`config.mk`:
```
export PLATFORM = sky130hd
export DESIGN_NAME = tcu_capture_unit
export DESIGN_NICKNAME = d
export VERILOG_FILES = /design/src/hdl/tcu_pkg.sv /design/src/hdl/tcu_capture_unit.sv /design/src/hdl/tcu_edge_sync.sv
export SDC_FILE = /design/constraint.sdc
export NUM_CORES = 1
export LEC_CHECK = 0
export ABC_AREA = 1
export BUFFER_PORTS_ARGS = -buffer_cell sky130_fd_sc_hd__buf_2
export CAP_MARGIN = 5
export CORE_AREA = 5 5 63 121
export CTS_CLUSTER_DIAMETER = 150
export DETAILED_ROUTE_END_ITERATION = 8
export DIE_AREA = 0 0 68 126
export PLACE_DENSITY_LB_ADDON = 0.15
export SKIP_CTS_REPAIR_TIMING = 1
export SYNTH_ARGS = -nofsm -noshare
export SYNTH_HDL_FRONTEND = slang
export SYNTH_SLANG_ARGS = --single-unit
```
`constraint.sdc`:
```
create_clock -name pclk -period 1.5 [get_ports pclk]
set_input_delay 0.075 -clock pclk [delete_from_list [all_inputs] [get_ports pclk]]
set_output_delay 0.075 -clock pclk [all_outputs]
set_load 0.005 [all_outputs]
```
`src/hdl/tcu_pkg.sv`:
```
// tcu_pkg: register map, field layout, modes and reset values of the capture unit
// assumes a 32-bit apb slave, byte addresses, one word per register
package tcu_pkg;
  localparam logic [11:0] ADDR_MODE_CTRL = 12'h000;
  localparam logic [11:0] ADDR_CAPTURE = 12'h004;
  localparam logic [11:0] ADDR_COMPARE = 12'h008;
  localparam logic [11:0] ADDR_FLAGS = 12'h00C;
  localparam logic [11:0] ADDR_ENABLES = 12'h010;
  localparam logic [11:0] ADDR_TIMEBASE = 12'h014;
  localparam int FLAG_BIT = 2;
  localparam int DIR_BIT = 2;
  localparam logic [7:0] MODE_CTRL_RESET = 8'h00;
  localparam logic [5:0] MODE_CTRL_MASK = 6'h3F;
  localparam logic [15:0] VALUE_RESET = 16'h0000;
  localparam logic [3:0] PRESCALE_RESET = 4'h0;
  localparam logic [3:0] WRAP_BY4 = 4'h3;
  localparam logic [3:0] WRAP_BY16 = 4'hF;

  typedef enum logic [3:0] {
    TCU_OFF = 4'h0,
    TCU_CAP_FALL = 4'h4,
    TCU_CAP_RISE = 4'h5,
    TCU_CAP_RISE4 = 4'h6,
    TCU_CAP_RISE16 = 4'h7,
    TCU_CMP_SET = 4'h8,
    TCU_CMP_CLR = 4'h9,
    TCU_CMP_SWI = 4'hA,
    TCU_CMP_SPECIAL = 4'hB
  } tcu_mode_t;

  typedef struct packed {
    logic [1:0] duty_low_bits;
    logic [3:0] mode_select_field;
  } tcu_ctrl_t;

  typedef struct packed {
    logic timebase_clear;
    logic compare_pin_out;
    logic compare_pin_oe;
  } tcu_out_t;
endpackage

```
`src/hdl/tcu_capture_unit.sv`:
```
// tcu_capture_unit: capture/compare unit with apb registers
// assumes the timebase counter arrives as a pclk-synchronous input
// How it works
// - modes 0100-0111 select capture edge kinds
// - modes 1000-1011 select compare actions
// - mode field is control bits 3:0
// - qualifying event copies 16-bit timebase
// - each capture sets flag bit 2
// - flag stays set until software clears
// - new capture overwrites unread value
// - edge detector watches pin in any direction
// - mode change may raise spurious flag
// - prescaler held clear outside capture modes
// - any reset clears prescaler
// - prescale change keeps prescaler count
// - compare match applies pin action, sets flag
// - special trigger clears timebase, no overflow flag
module tcu_capture_unit (
  // clock and reset
  input wire logic pclk,
  input wire logic presetn,
  // apb slave
  input wire logic psel,
  input wire logic penable,
  input wire logic pwrite,
  input wire logic [11:0] paddr,
  input wire logic [31:0] pwdata,
  output logic [31:0] prdata,
  output logic pready,
  output logic pslverr,
  // timebase and pin
  input wire logic [15:0] timebase_count,
  input wire logic capture_pin,
  output tcu_pkg::tcu_out_t pin_ctrl,
  output logic irq
);
  tcu_pkg::tcu_ctrl_t ctrl_q, ctrl_d;
  logic [15:0] capture_q, capture_d;
  logic [15:0] compare_q, compare_d;
  logic flag_q, flag_d;
  logic irq_en_q, irq_en_d;
  logic [3:0] presc_q, presc_d;
  logic cap_pend_q, cap_pend_d;
  logic pin_q, pin_d;
  logic trig_q, trig_d;
  logic rise, fall;
  logic wr, rd_ok;
  logic event_hit, cmp_hit, is_capture, is_compare;
  logic [3:0] mode;

  tcu_edge_sync u_sync (
    .pclk(pclk),
    .presetn(presetn),
    .pin_async(capture_pin),
    .rise(rise),
    .fall(fall)
  );

  assign mode = ctrl_q.mode_select_field;
  assign is_capture = mode[3:2] == 2'b01;
  assign is_compare = mode[3:2] == 2'b10;
  assign wr = psel & penable & pwrite;
  assign pready = 1'b1;
  assign pslverr = 1'b0;
  assign cmp_hit = is_compare & (compare_q == timebase_count);

  always_comb begin
    rd_ok = 1'b1;
    prdata = 32'h0000_0000;
    if (paddr == tcu_pkg::ADDR_MODE_CTRL) begin
      prdata = {26'h0, ctrl_q};
    end else if (paddr == tcu_pkg::ADDR_CAPTURE) begin
      prdata = {16'h0, capture_q};
    end else if (paddr == tcu_pkg::ADDR_COMPARE) begin
      prdata = {16'h0, compare_q};
    end else if (paddr == tcu_pkg::ADDR_FLAGS) begin
      prdata = {29'h0, flag_q, 2'b00};
    end else if (paddr == tcu_pkg::ADDR_ENABLES) begin
      prdata = {29'h0, irq_en_q, 2'b00};
    end else if (paddr == tcu_pkg::ADDR_TIMEBASE) begin
      prdata = {16'h0, timebase_count};
    end else begin
      rd_ok = 1'b0;
    end
  end

  // event qualification and prescaler
  always_comb begin
    event_hit = 1'b0;
    presc_d = presc_q;
    if (!is_capture) begin
      presc_d = tcu_pkg::PRESCALE_RESET;
    end else begin
      case (tcu_pkg::tcu_mode_t'(mode))
        tcu_pkg::TCU_CAP_FALL: event_hit = fall;
        tcu_pkg::TCU_CAP_RISE: event_hit = rise;
        tcu_pkg::TCU_CAP_RISE4: begin
          if (rise) begin
            presc_d = (presc_q >= tcu_pkg::WRAP_BY4) ? 4'h0 : presc_q + 4'h1;
            event_hit = presc_q >= tcu_pkg::WRAP_BY4;
          end
        end
        default: begin
          if (rise) begin
            presc_d = presc_q + 4'h1;
            event_hit = presc_q == tcu_pkg::WRAP_BY16;
          end
        end
      endcase
    end
  end

  // registers, capture and flag
  always_comb begin
    ctrl_d = ctrl_q;
    compare_d = compare_q;
    irq_en_d = irq_en_q;
    capture_d = capture_q;
    flag_d = flag_q;
    pin_d = pin_q;
    trig_d = 1'b0;
    cap_pend_d = event_hit;
    if (wr && paddr == tcu_pkg::ADDR_MODE_CTRL) begin
      ctrl_d = tcu_pkg::tcu_ctrl_t'(pwdata[5:0] & tcu_pkg::MODE_CTRL_MASK);
    end else if (wr && paddr == tcu_pkg::ADDR_COMPARE) begin
      compare_d = pwdata[15:0];
    end else if (wr && paddr == tcu_pkg::ADDR_ENABLES) begin
      irq_en_d = pwdata[tcu_pkg::FLAG_BIT];
    end else if (wr && paddr == tcu_pkg::ADDR_FLAGS) begin
      flag_d = pwdata[tcu_pkg::FLAG_BIT];
    end
    if (cap_pend_q && is_capture) begin
      capture_d = timebase_count;
      flag_d = 1'b1;
    end
    if (cmp_hit) begin
      flag_d = 1'b1;
      if (mode == tcu_pkg::TCU_CMP_SET) pin_d = 1'b1;
      if (mode == tcu_pkg::TCU_CMP_CLR) pin_d = 1'b0;
      trig_d = mode == tcu_pkg::TCU_CMP_SPECIAL;
    end
    if (mode == tcu_pkg::TCU_OFF) begin
      pin_d = 1'b0;
    end
  end

  always_ff @(posedge pclk or negedge presetn) begin
    if (!presetn) begin
      ctrl_q <= tcu_pkg::tcu_ctrl_t'(tcu_pkg::MODE_CTRL_RESET[5:0]);
      capture_q <= tcu_pkg::VALUE_RESET;
      compare_q <= tcu_pkg::VALUE_RESET;
      flag_q <= 1'b0;
      irq_en_q <= 1'b0;
      presc_q <= tcu_pkg::PRESCALE_RESET;
      cap_pend_q <= 1'b0;
      pin_q <= 1'b0;
      trig_q <= 1'b0;
    end else begin
      ctrl_q <= ctrl_d;
      capture_q <= capture_d;
      compare_q <= compare_d;
      flag_q <= flag_d;
      irq_en_q <= irq_en_d;
      presc_q <= presc_d;
      cap_pend_q <= cap_pend_d;
      pin_q <= pin_d;
      trig_q <= trig_d;
    end
  end

  assign pin_ctrl.timebase_clear = trig_q;
  assign pin_ctrl.compare_pin_out = pin_q;
  assign pin_ctrl.compare_pin_oe = is_compare & (mode != tcu_pkg::TCU_CMP_SWI)
    & (mode != tcu_pkg::TCU_CMP_SPECIAL);
  assign irq = flag_q & irq_en_q;

  // capture path
  a_capture_takes_time: assert property (@(posedge pclk) disable iff (!presetn)
    cap_pend_q && is_capture |=> capture_q == $past(timebase_count) && flag_q)
    else $error("capture did not store timebase");
  a_flag_holds_set: assert property (@(posedge pclk) disable iff (!presetn)
    flag_q && !(wr && paddr == tcu_pkg::ADDR_FLAGS) |=> flag_q)
    else $error("flag cleared by hardware");
  a_presc_held_clear: assert property (@(posedge pclk) disable iff (!presetn)
    !is_capture |=> presc_q == 4'h0 || is_capture)
    else $error("prescaler not cleared");
  a_rise_capture_delay: assert property (@(posedge pclk) disable iff (!presetn)
    rise && mode == tcu_pkg::TCU_CAP_RISE ##1 is_capture |=> flag_q)
    else $error("rise did not capture");
  a_fall_capture_delay: assert property (@(posedge pclk) disable iff (!presetn)
    fall && mode == tcu_pkg::TCU_CAP_FALL ##1 is_capture |=> flag_q)
    else $error("fall did not capture");
  a_by4_wrap: assert property (@(posedge pclk) disable iff (!presetn)
    mode == tcu_pkg::TCU_CAP_RISE4 && rise |=> presc_q <= tcu_pkg::WRAP_BY4)
    else $error("prescaler beyond 4 range");
  a_capture_only_event: assert property (@(posedge pclk) disable iff (!presetn)
    !(cap_pend_q && is_capture) |=> $stable(capture_q))
    else $error("capture changed without event");
  a_pend_from_event: assert property (@(posedge pclk) disable iff (!presetn)
    cap_pend_q |-> $past(event_hit))
    else $error("pending capture without event");
  a_no_pend_outside: assert property (@(posedge pclk) disable iff (!presetn)
    !is_capture |=> !cap_pend_q)
    else $error("capture pending outside capture mode");
  a_fall_ignores_rise: assert property (@(posedge pclk) disable iff (!presetn)
    mode == tcu_pkg::TCU_CAP_FALL && rise |=> !cap_pend_q)
    else $error("rise captured in fall mode");
  a_rise_ignores_fall: assert property (@(posedge pclk) disable iff (!presetn)
    mode == tcu_pkg::TCU_CAP_RISE && fall |=> !cap_pend_q)
    else $error("fall captured in rise mode");
  a_edges_exclusive: assert property (@(posedge pclk) disable iff (!presetn)
    !(rise && fall))
    else $error("rise and fall together");

  // prescaler
  a_presc_idle_hold: assert property (@(posedge pclk) disable iff (!presetn)
    is_capture && !rise |=> $stable(presc_q))
    else $error("prescaler moved without rise");
  a_presc_edge_modes: assert property (@(posedge pclk) disable iff (!presetn)
    mode == tcu_pkg::TCU_CAP_FALL || mode == tcu_pkg::TCU_CAP_RISE |=> $stable(presc_q))
    else $error("prescaler moved in edge mode");
  a_by16_step: assert property (@(posedge pclk) disable iff (!presetn)
    mode == tcu_pkg::TCU_CAP_RISE16 && rise |=> presc_q == $past(presc_q) + 4'h1)
    else $error("by16 count step wrong");
  a_by16_event: assert property (@(posedge pclk) disable iff (!presetn)
    mode == tcu_pkg::TCU_CAP_RISE16 && rise && presc_q == tcu_pkg::WRAP_BY16 |=> cap_pend_q)
    else $error("by16 wrap did not capture");
  a_by16_no_event: assert property (@(posedge pclk) disable iff (!presetn)
    mode == tcu_pkg::TCU_CAP_RISE16 && rise && presc_q != tcu_pkg::WRAP_BY16 |=> !cap_pend_q)
    else $error("by16 captured early");
  a_by4_event: assert property (@(posedge pclk) disable iff (!presetn)
    mode == tcu_pkg::TCU_CAP_RISE4 && rise && presc_q >= tcu_pkg::WRAP_BY4
    |=> cap_pend_q && presc_q == 4'h0)
    else $error("by4 wrap did not capture");
  a_by4_step: assert property (@(posedge pclk) disable iff (!presetn)
    mode == tcu_pkg::TCU_CAP_RISE4 && rise && presc_q < tcu_pkg::WRAP_BY4
    |=> !cap_pend_q && presc_q == $past(presc_q) + 4'h1)
    else $error("by4 count step wrong");

  // flag and interrupt
  a_flag_set_capture: assert property (@(posedge pclk) disable iff (!presetn)
    cap_pend_q && is_capture |=> flag_q)
    else $error("capture did not set flag");
  a_flag_sw_clear: assert property (@(posedge pclk) disable iff (!presetn)
    wr && paddr == tcu_pkg::ADDR_FLAGS && !pwdata[2] && !(cap_pend_q && is_capture)
    && !cmp_hit |=> !flag_q)
    else $error("software clear of flag lost");
  a_flag_sw_set: assert property (@(posedge pclk) disable iff (!presetn)
    wr && paddr == tcu_pkg::ADDR_FLAGS && pwdata[2] |=> flag_q)
    else $error("software set of flag lost");
  a_flag_rise_cause: assert property (@(posedge pclk) disable iff (!presetn)
    $rose(flag_q) |-> $past((cap_pend_q && is_capture) || cmp_hit
    || (wr && paddr == tcu_pkg::ADDR_FLAGS)))
    else $error("flag set without cause");
  a_irq_follows: assert property (@(posedge pclk) disable iff (!presetn)
    irq == (flag_q && irq_en_q))
    else $error("irq not flag and enable");
  a_irq_low_no_en: assert property (@(posedge pclk) disable iff (!presetn)
    !irq_en_q |-> !irq)
    else $error("irq while disabled");

  // compare path
  a_compare_sets_pin: assert property (@(posedge pclk) disable iff (!presetn)
    cmp_hit && mode == tcu_pkg::TCU_CMP_SET |=> pin_q && flag_q)
    else $error("compare set missing");
  a_special_trigger: assert property (@(posedge pclk) disable iff (!presetn)
    cmp_hit && mode == tcu_pkg::TCU_CMP_SPECIAL |=> trig_q ##1 !trig_q || $past(cmp_hit))
    else $error("special trigger wrong");
  a_clear_mode_code: assert property (@(posedge pclk) disable iff (!presetn)
    cmp_hit && mode == tcu_pkg::TCU_CMP_CLR |=> !pin_q)
    else $error("compare clear missing");
  a_clear_sets_flag: assert property (@(posedge pclk) disable iff (!presetn)
    cmp_hit && mode == tcu_pkg::TCU_CMP_CLR |=> flag_q)
    else $error("compare clear left flag low");
  a_swi_flag_only: assert property (@(posedge pclk) disable iff (!presetn)
    cmp_hit && mode == tcu_pkg::TCU_CMP_SWI |=> flag_q && $stable(pin_q))
    else $error("software interrupt mode wrong");
  a_special_keeps_pin: assert property (@(posedge pclk) disable iff (!presetn)
    cmp_hit && mode == tcu_pkg::TCU_CMP_SPECIAL |=> flag_q && $stable(pin_q))
    else $error("special trigger touched pin");
  a_trig_only_special: assert property (@(posedge pclk) disable iff (!presetn)
    trig_q |-> $past(cmp_hit && mode == tcu_pkg::TCU_CMP_SPECIAL))
    else $error("trigger outside special match");
  a_no_hit_capture: assert property (@(posedge pclk) disable iff (!presetn)
    is_capture |-> !cmp_hit)
    else $error("compare match in capture mode");
  a_pin_oe_modes: assert property (@(posedge pclk) disable iff (!presetn)
    pin_ctrl.compare_pin_oe == (mode == tcu_pkg::TCU_CMP_SET || mode == tcu_pkg::TCU_CMP_CLR))
    else $error("pin enable in wrong mode");
  a_off_clears_pin: assert property (@(posedge pclk) disable iff (!presetn)
    mode == tcu_pkg::TCU_OFF |=> !pin_q)
    else $error("pin latch not cleared when off");
  a_pin_stable_idle: assert property (@(posedge pclk) disable iff (!presetn)
    !cmp_hit && mode != tcu_pkg::TCU_OFF |=> $stable(pin_q))
    else $error("pin latch moved without match");

  // register bus
  a_pready_high: assert property (@(posedge pclk) disable iff (!presetn)
    pready)
    else $error("pready low");
  a_pslverr_low: assert property (@(posedge pclk) disable iff (!presetn)
    !pslverr)
    else $error("pslverr high");
  a_rd_unmapped_zero: assert property (@(posedge pclk) disable iff (!presetn)
    !rd_ok |-> prdata == 32'h0000_0000)
    else $error("unmapped read not zero");
  a_rd_capture_word: assert property (@(posedge pclk) disable iff (!presetn)
    paddr == tcu_pkg::ADDR_CAPTURE |-> prdata == {16'h0000, capture_q})
    else $error("capture read wrong");
  a_rd_flag_word: assert property (@(posedge pclk) disable iff (!presetn)
    paddr == tcu_pkg::ADDR_FLAGS |-> prdata == {29'h0000_0000, flag_q, 2'b00})
    else $error("flag read wrong");
  a_rd_timebase_word: assert property (@(posedge pclk) disable iff (!presetn)
    paddr == tcu_pkg::ADDR_TIMEBASE |-> prdata == {16'h0000, timebase_count})
    else $error("timebase read wrong");
  a_ctrl_write_lands: assert property (@(posedge pclk) disable iff (!presetn)
    wr && paddr == tcu_pkg::ADDR_MODE_CTRL
    |=> {ctrl_q.duty_low_bits, ctrl_q.mode_select_field} == $past(pwdata[5:0]))
    else $error("control write lost");
  a_ctrl_stable: assert property (@(posedge pclk) disable iff (!presetn)
    !(wr && paddr == tcu_pkg::ADDR_MODE_CTRL) |=> $stable(ctrl_q))
    else $error("control changed without write");
  a_compare_write: assert property (@(posedge pclk) disable iff (!presetn)
    wr && paddr == tcu_pkg::ADDR_COMPARE |=> compare_q == $past(pwdata[15:0]))
    else $error("compare write lost");
  a_compare_stable: assert property (@(posedge pclk) disable iff (!presetn)
    !(wr && paddr == tcu_pkg::ADDR_COMPARE) |=> $stable(compare_q))
    else $error("compare changed without write");
  a_irq_en_write: assert property (@(posedge pclk) disable iff (!presetn)
    wr && paddr == tcu_pkg::ADDR_ENABLES |=> irq_en_q == $past(pwdata[2]))
    else $error("enable write lost");
  a_irq_en_stable: assert property (@(posedge pclk) disable iff (!presetn)
    !(wr && paddr == tcu_pkg::ADDR_ENABLES) |=> $stable(irq_en_q))
    else $error("enable changed without write");
endmodule

```
`src/hdl/tcu_edge_sync.sv`:
```
// tcu_edge_sync: two-stage synchroniser and edge detector for the capture pin
// assumes the pin is asynchronous to pclk
module tcu_edge_sync (
  // clock and reset
  input wire logic pclk,
  input wire logic presetn,
  // pin and edges
  input wire logic pin_async,
  output logic rise,
  output logic fall
);
  logic meta_q, sync_q, last_q;
  logic meta_d, sync_d, last_d;

  always_comb begin
    meta_d = pin_async;
    sync_d = meta_q;
    last_d = sync_q;
  end

  always_ff @(posedge pclk or negedge presetn) begin
    if (!presetn) begin
      meta_q <= 1'b0;
      sync_q <= 1'b0;
      last_q <= 1'b0;
    end else begin
      meta_q <= meta_d;
      sync_q <= sync_d;
      last_q <= last_d;
    end
  end

  assign rise = sync_q & ~last_q;
  assign fall = ~sync_q & last_q;
endmodule

```
==> reports/qor.yml <==
timing:
  clock.fmax_ghz: 0.7009
  rsz0062_at_grt: "yes"
  hold_violations: 0
  fin_crit_sh: 0.9512
  drv_slew: 0
  period_minus_slack_ns: 1.427
  setup_violations: 0
  finClkSkew_ns: 0.01078
synth:
  synth-seq-area-share: 0.3812
  synthCells: 478
  ys_warn_count: 0
  yosys.area.top_type: "dfrtp_1"
  ys_types: 33
  ys_seq_elements: 50
  netlist_area_um2: 3282
  synth_top_area_share: 0.3812
  synth_area_per_cell_um2: 6.866
  synthTopCellsByArea: "dfrtp_1, nand2_1, inv_1"
route:
  routed_wirelength_mm: 8.537
  route.detailed.drc: 0
  ant_nets: 0
  wl_per_cell_um: 13.26
  dr_total_vias: 3162
  post_drt_via_cell_ratio: 4.910
  drt_iter0_drc: 141
  dr.pass1.iters: 4
grt:
  grt_pass1_wl_mm: 13.96
  grt_overflow: 0
  first_global_vias: 3156
  track_usage: 0.2105
  grt_max_degree: 51
  antenna_found_initial: 0
run:
  maxCapViolCount: 0
pwr:
  power_mw: 3.083
  power_density_nw_per_um2: 764.9
  max-vdd-ir-drop_mv: 1.048
  leakage_nw: 2.216
worst_setup_path:
  rr_worst_depth: 10
  crit_path_start_kind: "primary input"
  crit_slowest_cell: "nor3_4"
  crit_path_end_kind: "output pin"
  crit_type: "primary input to output pin"
  path_cells: "buf_2 > nor2_4 > inv_2 > nor3_4 > buf_6 > nand2_2 > buf_12 > o21ai_0 > inv_1 > nand2_1 > nand2_1 > nand2_1 > buf_2"
  worst-path-max-fanout: 32
  worst-path-stages: 13
  crit_family: "buffers and inverters"
  crit_arrival_ns: 1.35
  cp_common_cell: "nand2_1"
  critPathBufInv: 6
  r2r_slack_ns: 0.12
  required_ns: 1.42
  crit_path_max_incr_delay_ns: 0.17
final_layout:
  stdcell_count: 644
  nets: 622
  antennaDiodeCount: 0
  final_design_area_no_fill_um2: 4030
  area_growth_pct: 22.80
  drive_above_1_share: 0.2140
  fill_cells: 629
placed_design:
  portBuffers: 69
  hpwlAfterDp_mm: 6.536
  dp.cells: 631
  dpl_cell_area_um2: 3742
  gp_congestion: 0.8802
clock_network:
  cts.htree.levels: 2
  cts_buffer_depth: 2
  cts_sinks: 50
  cts_tree: "done"
  root_buffer: "clkbuf_16"
  numCtsBuffers: 5
  clk_pin_slew_worst_paths_ns: 0.07
  clkLatencyLatePin_ns: 0.30
floorplanning:
  top_level_ports: 104
  fp.dieW_um: 68
  rows: 42
  dieArea_um2: 8568
  fp.coreArea_um2: 6569
  die-height_um: 126
  start_util: 0.4996
worst_hold_path:
  hold_class: "primary input to register"
  min_delay_path_depth: 3
status:
  status: "complete, no violations"
## Yosys cell counts, drive strengths merged
cell	count
nand3	38
a31o	9
a31oi	2
nor2	38
a21oi	1
o2111ai	2
o22ai	4
conb	2
nand4	7
nand2	143
dfrtp	50
xor2	1
clkinv	1
o31a	1
nor3b	1
o211ai	1
o21ai	58
nor3	6
buf	33
ha	1
inv	73
and3	1
clkbuf	5
## through the flow
| stage | setup WS, ns | util | setup TNS (ns) | hold slack (ns) |
|---|---|---|---|---|
| after floorplan | 0.3052 | - | 0 | -0.2206 |
| after global placement | 0.07649 | 0.5697 | 0 | 0.08958 |
| after detailed placement | 0.06434 | 0.5697 | 0 | 0.09679 |
| after CTS | 0.07353 | 0.5992 | 0 | -0.2171 |
| after global routing | -0.06135 | 0.6135 | -0.2689 | 0.009163 |
| final | 0.07322 | 0.6135 | 0 | 0.004613 |
## layer usage
metal | vias up | wire, um | GRT usage | part of all wire
met5 | - | 0 | 0 | 0
met4 | 0 | 247 | 0.09261 | 0.029
met3 | 21 | 363 | 0.03298 | 0.043
met2 | 86 | 4813 | 0.3868 | 0.56
met1 | 1425 | 3113 | 0.2231 | 0.36
li1 | 1630 | - | - | -
## worst register-to-register path, delay by kind of cell, from the launching register on
family	cells	cell delay, ns
flip-flops	1	0.40
buffers and inverters	3	0.35
AND/OR/NAND/NOR	7	0.58
## area by class of cell
| type | instances | area [um^2] | area share |
|---|---|---|---|
| clock buffer | 5 | 125.1 | 0.03105 |
| clock inverter | 3 | 68.82 | 0.01708 |
| multi-input combinational | 332 | 1585 | 0.3934 |
| sequential | 50 | 1251 | 0.3105 |
| tap | 88 | 110.1 | 0.02732 |
| timing repair buffer | 92 | 606.8 | 0.1506 |
| inverter | 74 | 282.8 | 0.07016 |
## worst paths after layout
kind | start | end
worst min register to register | u_sync.meta_q$_DFF_PN0_ | u_sync.last_d$_DFF_PN0_
min in group asynchronous | presetn | pin_q$_DFFE_PN0P_
worst min-delay path | pwdata[7] | compare_q[7]$_DFFE_PN0P_
worst max-delay path | paddr[1] | prdata[2]
worst max register to register | mode[2]$_DFFE_PN0N_ | flag_q$_DFFE_PN0P_
max in group asynchronous | presetn | capture_q[14]$_DFFE_PN0P_
## placed cells by master (no fill, tap or decap), types with 2 or more instances in the layout
cell type / n
nand2_1: 139
inv_1: 70
buf_2: 69
dfrtp_1: 50
nand3_1: 35
o21ai_0: 32
nor2_1: 31
o21ai_1: 25
conb_1: 18
buf_4: 14
a31o_1: 9
nand4_1: 7
clkbuf_16: 6
buf_12: 5
nor2_2: 4
nand2_2: 4
o22ai_1: 4
nor3_1: 4
inv_2: 3
nand3_2: 2
nor2_4: 2
a31oi_1: 2
o2111ai_1: 2
bufinv_16: 2
dlygate4sd3_1: 2
## cell families after synthesis
family	count (synthesis)	share of synthesized area
AND/OR/NAND/NOR	234	0.3122
buffers and inverters	112	0.1620
AO/OA/AOI/OAI	78	0.1357
flip-flops	50	0.3812
other	2	0.002288
XOR/XNOR	1	0.002669
adder cells (fa/ha/maj)	1	0.003812
## registers in the layout, summed over array words and instances (netlist names)
name and count:
pin_q 1, compare_q 16, u_sync.last_q 1, flag_q 1, irq_en_q 1, trig_q 1
presc_q 4, ctrl_q 2, u_sync.last_d 1, u_sync.meta_q 1, capture_q 16, cap_pend_q 1
mode 4
## power breakdown
group          leakage [nW]  switching [mW]  internal, mW
sequential            0.603         0.00289          1.35
clock                0.0940           0.519         0.959
combinational          1.52           0.154        0.0958
total                  2.22           0.676          2.41
Note: power is estimated with default switching activity, not from simulation.
